## config.mk

```make
export PLATFORM = sky130hd
export DESIGN_NAME = gsmc_ctl
export DESIGN_NICKNAME = d
export VERILOG_FILES = /design/src/logic/gsmc_pkg.sv /design/src/logic/gsmc_dec_if.sv /design/src/logic/gsmc_ctl.sv /design/src/logic/gsmc_decode.sv
export SDC_FILE = /design/constraint.sdc
export NUM_CORES = 1
export LEC_CHECK = 0
export BUFFER_PORTS_ARGS = -buffer_cell sky130_fd_sc_hd__buf_2
export CORE_ASPECT_RATIO = 0.75
export CORE_MARGIN = 2
export CORE_UTILIZATION = 40
export CTS_BUF_LIST = sky130_fd_sc_hd__clkbuf_2
export CTS_CLUSTER_SIZE = 12
export DETAILED_ROUTE_END_ITERATION = 16
export GPL_ROUTABILITY_DRIVEN = 0
export GPL_TIMING_DRIVEN = 1
export HOLD_SLACK_MARGIN = 0.12
export PLACE_DENSITY = 0.76
export SLEW_MARGIN = 20
export SYNTH_ARGS = -nofsm -noshare
export SYNTH_HDL_FRONTEND = slang
export SYNTH_SLANG_ARGS = --single-unit
```

## constraint.sdc

```tcl
create_clock -name core_clk -period 2.85 [get_ports core_clk]
set_input_delay 0.285 -clock core_clk [delete_from_list [all_inputs] [get_ports core_clk]]
set_output_delay 0.285 -clock core_clk [all_outputs]
set_load 0.1 [all_outputs]
```

## src/logic/gsmc_pkg.sv

```systemverilog
// Overview of operation
// - Bits 7:4 hold a read/write stolen-size select that resets to 0011b.
// - Select 0000 pre-allocates nothing, stops VGA claiming and reports sub-class 80h.
// - Select 0101, 0110, 1000 and 1001 give 32, 48, 128 and 256 MB of frame buffer.
// - Select 1010, 1011, 1100 and 1101 give 96, 160, 224 and 352 MB in total.
// - Once the system-management RAM lock is seen, the select ignores writes until reset.
// - The select changes only by software writes, never when graphics is enabled or disabled.
// - With VGA-decode-disable at 0 and a nonzero select the graphics function claims VGA cycles and reports sub-class 00h.
// - With VGA-decode-disable at 1 the graphics function claims no VGA cycles and reports sub-class 80h.
// - VGA-decode-disable is read-only while the trusted-execution or stolen-memory lock is active.
// - The register is 16 bits at configuration offset 52h of bus 0, device 0, function 0, reset 0030h.
package gsmc_pkg;
	localparam logic [7:0] GSMC_BUS = 8'h00;
	localparam logic [4:0] GSMC_DEV = 5'h00;
	localparam logic [2:0] GSMC_FUNC = 3'h0;
	localparam logic [7:0] GSMC_GFX_CTL_OFFSET = 8'h52;
	localparam logic [15:0] GSMC_GFX_CTL_RESET = 16'h0030;
	localparam int GSMC_SEL_LSB = 4;
	localparam int GSMC_SEL_W = 4;
	localparam int GSMC_VGA_DIS_BIT = 1;
	localparam logic [7:0] GSMC_LOW_BYTE_MASK = 8'hF2;
	localparam logic [7:0] GSMC_SUBCLASS_VGA = 8'h00;
	localparam logic [7:0] GSMC_SUBCLASS_OTHER = 8'h80;
	localparam int GSMC_MB_W = 9;
	localparam logic [3:0] GSMC_SEL_NONE = 4'h0;
	localparam logic [3:0] GSMC_SEL_32 = 4'h5;
	localparam logic [3:0] GSMC_SEL_48 = 4'h6;
	localparam logic [3:0] GSMC_SEL_64 = 4'h7;
	localparam logic [3:0] GSMC_SEL_128 = 4'h8;
	localparam logic [3:0] GSMC_SEL_256 = 4'h9;
	localparam logic [3:0] GSMC_SEL_96 = 4'hA;
	localparam logic [3:0] GSMC_SEL_160 = 4'hB;
	localparam logic [3:0] GSMC_SEL_224 = 4'hC;
	localparam logic [3:0] GSMC_SEL_352 = 4'hD;
	typedef logic [GSMC_SEL_W-1:0] gsmc_sel_type;
	typedef logic [GSMC_MB_W-1:0] gsmc_mb_type;
endpackage : gsmc_pkg

```

## src/logic/gsmc_dec_if.sv

```systemverilog
`timescale 1ns/1ns
`default_nettype none
interface gsmc_dec_if;
	import gsmc_pkg::*;
	gsmc_sel_type sel;
	logic vga_dis;
	gsmc_mb_type size_mb;
	logic reserved;
	logic claim;
	logic [7:0] subclass;
	modport ctl (output sel, output vga_dis, input size_mb, input reserved, input claim, input subclass);
	modport dec (input sel, input vga_dis, output size_mb, output reserved, output claim, output subclass);
endinterface : gsmc_dec_if
`default_nettype wire

```

## src/logic/gsmc_ctl.sv

```systemverilog
`timescale 1ns/1ns
`default_nettype none
module gsmc_ctl (
	input wire logic core_clk,
	input wire logic rst,
	input wire logic cfg_rd,
	input wire logic cfg_wr,
	input wire logic [7:0] cfg_bus,
	input wire logic [4:0] cfg_dev,
	input wire logic [2:0] cfg_func,
	input wire logic [7:0] cfg_offset,
	input wire logic [1:0] cfg_be,
	input wire logic [15:0] cfg_wdata,
	output logic [15:0] cfg_rdata,
	output logic cfg_ack,
	output logic cfg_hit,
	input wire logic system_mgmt_ram_ctl_lock_bit,
	input wire logic txt_lock,
	input wire logic me_stolen_lock,
	output logic [gsmc_pkg::GSMC_SEL_W-1:0] stolen_size_select,
	output logic vga_decode_disable,
	output logic [gsmc_pkg::GSMC_MB_W-1:0] stolen_size_mb,
	output logic stolen_size_reserved,
	output logic vga_claim,
	output logic [7:0] igfx_subclass,
	output logic size_locked
);
	import gsmc_pkg::*;

	gsmc_dec_if dif ();
	gsmc_sel_type next_sel;
	logic next_vga_dis;
	logic next_locked;
	logic [15:0] next_rdata;
	logic next_ack;
	logic next_hit;
	logic addr_hit;
	logic low_wr;

	gsmc_decode u_decode (
		.d(dif.dec)
	);

	assign dif.sel = stolen_size_select;
	assign dif.vga_dis = vga_decode_disable;

	always_comb begin
		addr_hit = (cfg_bus == GSMC_BUS) && (cfg_dev == GSMC_DEV) && (cfg_func == GSMC_FUNC)
			&& (cfg_offset == GSMC_GFX_CTL_OFFSET);
		low_wr = cfg_wr && addr_hit && cfg_be[0];
		next_locked = size_locked || system_mgmt_ram_ctl_lock_bit;
		next_sel = stolen_size_select;
		if (low_wr && !size_locked && !system_mgmt_ram_ctl_lock_bit) begin
			next_sel = cfg_wdata[GSMC_SEL_LSB +: GSMC_SEL_W];
		end
		next_vga_dis = vga_decode_disable;
		if (low_wr && !txt_lock && !me_stolen_lock) begin
			next_vga_dis = cfg_wdata[GSMC_VGA_DIS_BIT];
		end
		next_ack = cfg_rd || cfg_wr;
		next_hit = (cfg_rd || cfg_wr) && addr_hit;
		next_rdata = 16'h0000;
		if (cfg_rd && addr_hit) begin
			next_rdata = {8'h00, GSMC_LOW_BYTE_MASK & {stolen_size_select, 2'b00, vga_decode_disable, 1'b0}};
		end
	end

	always_ff @(posedge core_clk) begin
		if (rst) begin
			stolen_size_select <= GSMC_GFX_CTL_RESET[GSMC_SEL_LSB +: GSMC_SEL_W];
			vga_decode_disable <= GSMC_GFX_CTL_RESET[GSMC_VGA_DIS_BIT];
			size_locked <= 1'b0;
			cfg_rdata <= 16'h0000;
			cfg_ack <= 1'b0;
			cfg_hit <= 1'b0;
			stolen_size_mb <= '0;
			stolen_size_reserved <= 1'b0;
			vga_claim <= 1'b0;
			igfx_subclass <= GSMC_SUBCLASS_OTHER;
		end else begin
			stolen_size_select <= next_sel;
			vga_decode_disable <= next_vga_dis;
			size_locked <= next_locked;
			cfg_rdata <= next_rdata;
			cfg_ack <= next_ack;
			cfg_hit <= next_hit;
			stolen_size_mb <= dif.size_mb;
			stolen_size_reserved <= dif.reserved;
			vga_claim <= dif.claim;
			igfx_subclass <= dif.subclass;
		end
	end
endmodule : gsmc_ctl
`default_nettype wire

```

## src/logic/gsmc_decode.sv

```systemverilog
`timescale 1ns/1ns
`default_nettype none
module gsmc_decode (
	gsmc_dec_if.dec d
);
	import gsmc_pkg::*;

	function automatic gsmc_mb_type size_of(input gsmc_sel_type s);
		unique case (s)
			GSMC_SEL_32: size_of = 9'd32;
			GSMC_SEL_48: size_of = 9'd48;
			GSMC_SEL_64: size_of = 9'd64;
			GSMC_SEL_128: size_of = 9'd128;
			GSMC_SEL_256: size_of = 9'd256;
			GSMC_SEL_96: size_of = 9'd96;
			GSMC_SEL_160: size_of = 9'd160;
			GSMC_SEL_224: size_of = 9'd224;
			GSMC_SEL_352: size_of = 9'd352;
			default: size_of = 9'd0;
		endcase
	endfunction : size_of

	always_comb begin
		d.size_mb = size_of(d.sel);
		d.reserved = (d.sel != GSMC_SEL_NONE) && (size_of(d.sel) == 9'd0);
		d.claim = !d.vga_dis && (d.sel != GSMC_SEL_NONE);
		d.subclass = d.claim ? GSMC_SUBCLASS_VGA : GSMC_SUBCLASS_OTHER;
	end
endmodule : gsmc_decode
`default_nettype wire

```

==> flow_summary.toml <==
[clock_tree]
post_cts_buffers = 0
ctsLongestPathBuffers = 2
path_clk_slew_ps = 230
clock-root-buffer = "clkbuf_2"
clock_sink_count = 26
cts-htree-levels = 1
cts_resized = 0
cts_buffers = 3
cts_hold_buffers = 0
clk_latency_ps = 340
cts_tree = "yes"

[critical_path]
worstPathArrival_ps = 2570
cp_cell_sequence = "nor2_1, nand4_2, nor2_4, mux2i_1, nand2b_1, ha_1, nor2b_1, o21ai_0, o21ai_0, mux2i_1, nor2_1"
cp_max_fo = 4
cp-end-kind = "flop"
worstSetupPathType = "reg -> reg"
cp-start-kind = "flop"
slowest_delay_ps = 360
crit_slowest_cell = "dfxtp_1"
worstPathRequired_ps = 3110
path_buf_inv = 0
cp_top_family = "simple AND/OR/NAND/NOR gates"

[synth]
async_flop_share = 0
synth.distinct_cells = 37
syn_area_per_cell_um2 = 9.68
netlist_instances = 149
synth-main-ff-cell = "dfxtp_1"
yosysSeqAreaShare = 0.361
synth_seq_cells = 26
synth_edf_count = 0
yosysWarnings = 0
syn_area_mm2 = 0.00144

[sta]
hold_ws_ps = 152
fin_crit_ps = 2310
setup_violations = 0
tns_ps = 0
rsz0062_at_grt = "false"
report.final.slew_viol_count = 0
finClkSkew_ps = 1.79
fmax_ghz = 0.433
hold_violations = 0
fin_crit_sh = 0.810

[worst_hold_path]
hp-class = "in -> reg"

[floorplan]
ios = 92
die_w_um = 73.3
start_util = 0.427
die_area_mm2 = 0.00411
coreArea_mm2 = 0.00338
rows = 18
die_h_um = 56.0

[power]
powerDensity_mw_per_mm2 = 468
p_leak_nw = 0.877
p_total_mw = 0.809
ir_drop_mv = 0.182

[route]
drc = 0
drt-vias-per-instance = 4.46
vias = 1098
wl_per_cell_um = 10.0
drt-initial-drc-count = 50
firstDrtPassIters = 4
drtAntennaViolNets = 0
routed_wl_um = 2470

[place]
portBuffers = 57
hpwl_um = 2040

[layout]
drive_gt1_frac = 0.369
seq_area_um2 = 520
layout.nets = 266
num_antenna_cells = 0
multi_input_area_um2 = 783
area_delta_synth_final_pct = 19.9
fin_util = 0.512
nFillCells = 326

[global_routing]
antenna_found_initial = 0
track_usage = 0.121
grt_max_degree = 21
grt_util_met3 = 0.0362
grt_pass1_wl_um = 4100
grt_pass1_vias = 987
use_met2 = 0.224
busiest_layer = "met2"
grt_overflow = 0
grt_use_met1 = 0.139

[run_status]
outcome = "complete, no violations"

[flow_run]
max_cap_viol_count = 0
==> Yosys cell counts, types with 5 or more instances <==
cell,instances,share of area
and2_1,7,0.030
a21oi_1,5,0.017
nor2_1,13,0.034
o21ai_0,5,0.017
mux2i_1,5,0.035
ha_1,10,0.087
dfxtp_1,26,0.36
buf_4,22,0.11
inv_1,10,0.026
==> metrics by stage <==
step	setup WS (ps)	area [µm²]	instances
after floorplan	267	1520	170
after global placement	362	1680	242
after detailed placement	346	1680	242
after CTS	533	1730	246
after global routing	241	1730	246
final	542	1730	246
==> path summary, 6_finish.rpt <==
check | start | end | slack (ps) | cells past startpoint
setup reg to reg | size_locked$_SDFF_PP0_ | flop | 540 | 11
hold / removal | cfg_rd | cfg_ack$_SDFF_PP0_ | 150 | 3
hold reg to reg | flop | stolen_size_reserved$_SDFF_PP0_ | 410 | 1
setup / recovery | size_locked$_SDFF_PP0_ | flop | 540 | 11
==> cell type report <==
cell class | count | share of cell area
Inverter | 10 | 0.0217
Multi-Input combinational cell | 108 | 0.453
Timing Repair Buffer | 58 | 0.169
Sequential cell | 26 | 0.301
Tap cell | 40 | 0.0289
Clock inverter | 1 | 0.0174
Clock buffer | 3 | 0.00868
==> cells by family (layout without fill, tap and decap cells) <==
kind of cell	Yosys count	after routing	share of synthesized area
adders and majority gates	10	10	0.0867
DFF	26	26	0.361
muxes	6	6	0.0425
and+or+nand+nor	54	54	0.283
other	1	22	0.00260
AOI/OAI and AO/OA	16	16	0.0737
buffers and inverters	36	72	0.151
==> placed cells by master (no fill, tap or decap), types with 2 or more instances in the layout <==
cell and n:
buf_2 57, dfxtp_1 26, conb_1 22, nor2_1 13, inv_1 10, ha_1 10, and2_1 7, mux2i_1 5
o21ai_0 5, a21oi_1 5, nor2b_1 4, nand2b_1 4, nand2_1 4, nor4_4 3, nor3_1 3, clkbuf_2 3
o21a_1 2, o21ba_2 2
==> report_power, final <==
| group | switching (mW) | total (mW) | internal, mW |
|---|---|---|---|
| clock network | 0.107 | 0.228 | 0.121 |
| logic | 0.181 | 0.211 | 0.0295 |
| registers | 0.00110 | 0.370 | 0.369 |
==> tightest hold or removal path, stage by stage <==
cell	delay, ps
buf_2	90
nor2_1	40
nor2_1	70
==> per-layer routing <==
layer	vias to the layer above	part of all wire	wire length (µm)
met1	499	0.44	1080
met2	34	0.49	1220
met5	-	0	0
met3	2	0.060	148
met4	0	0.0069	17
li1	563	-	-
(Power assumes the default switching activity.)
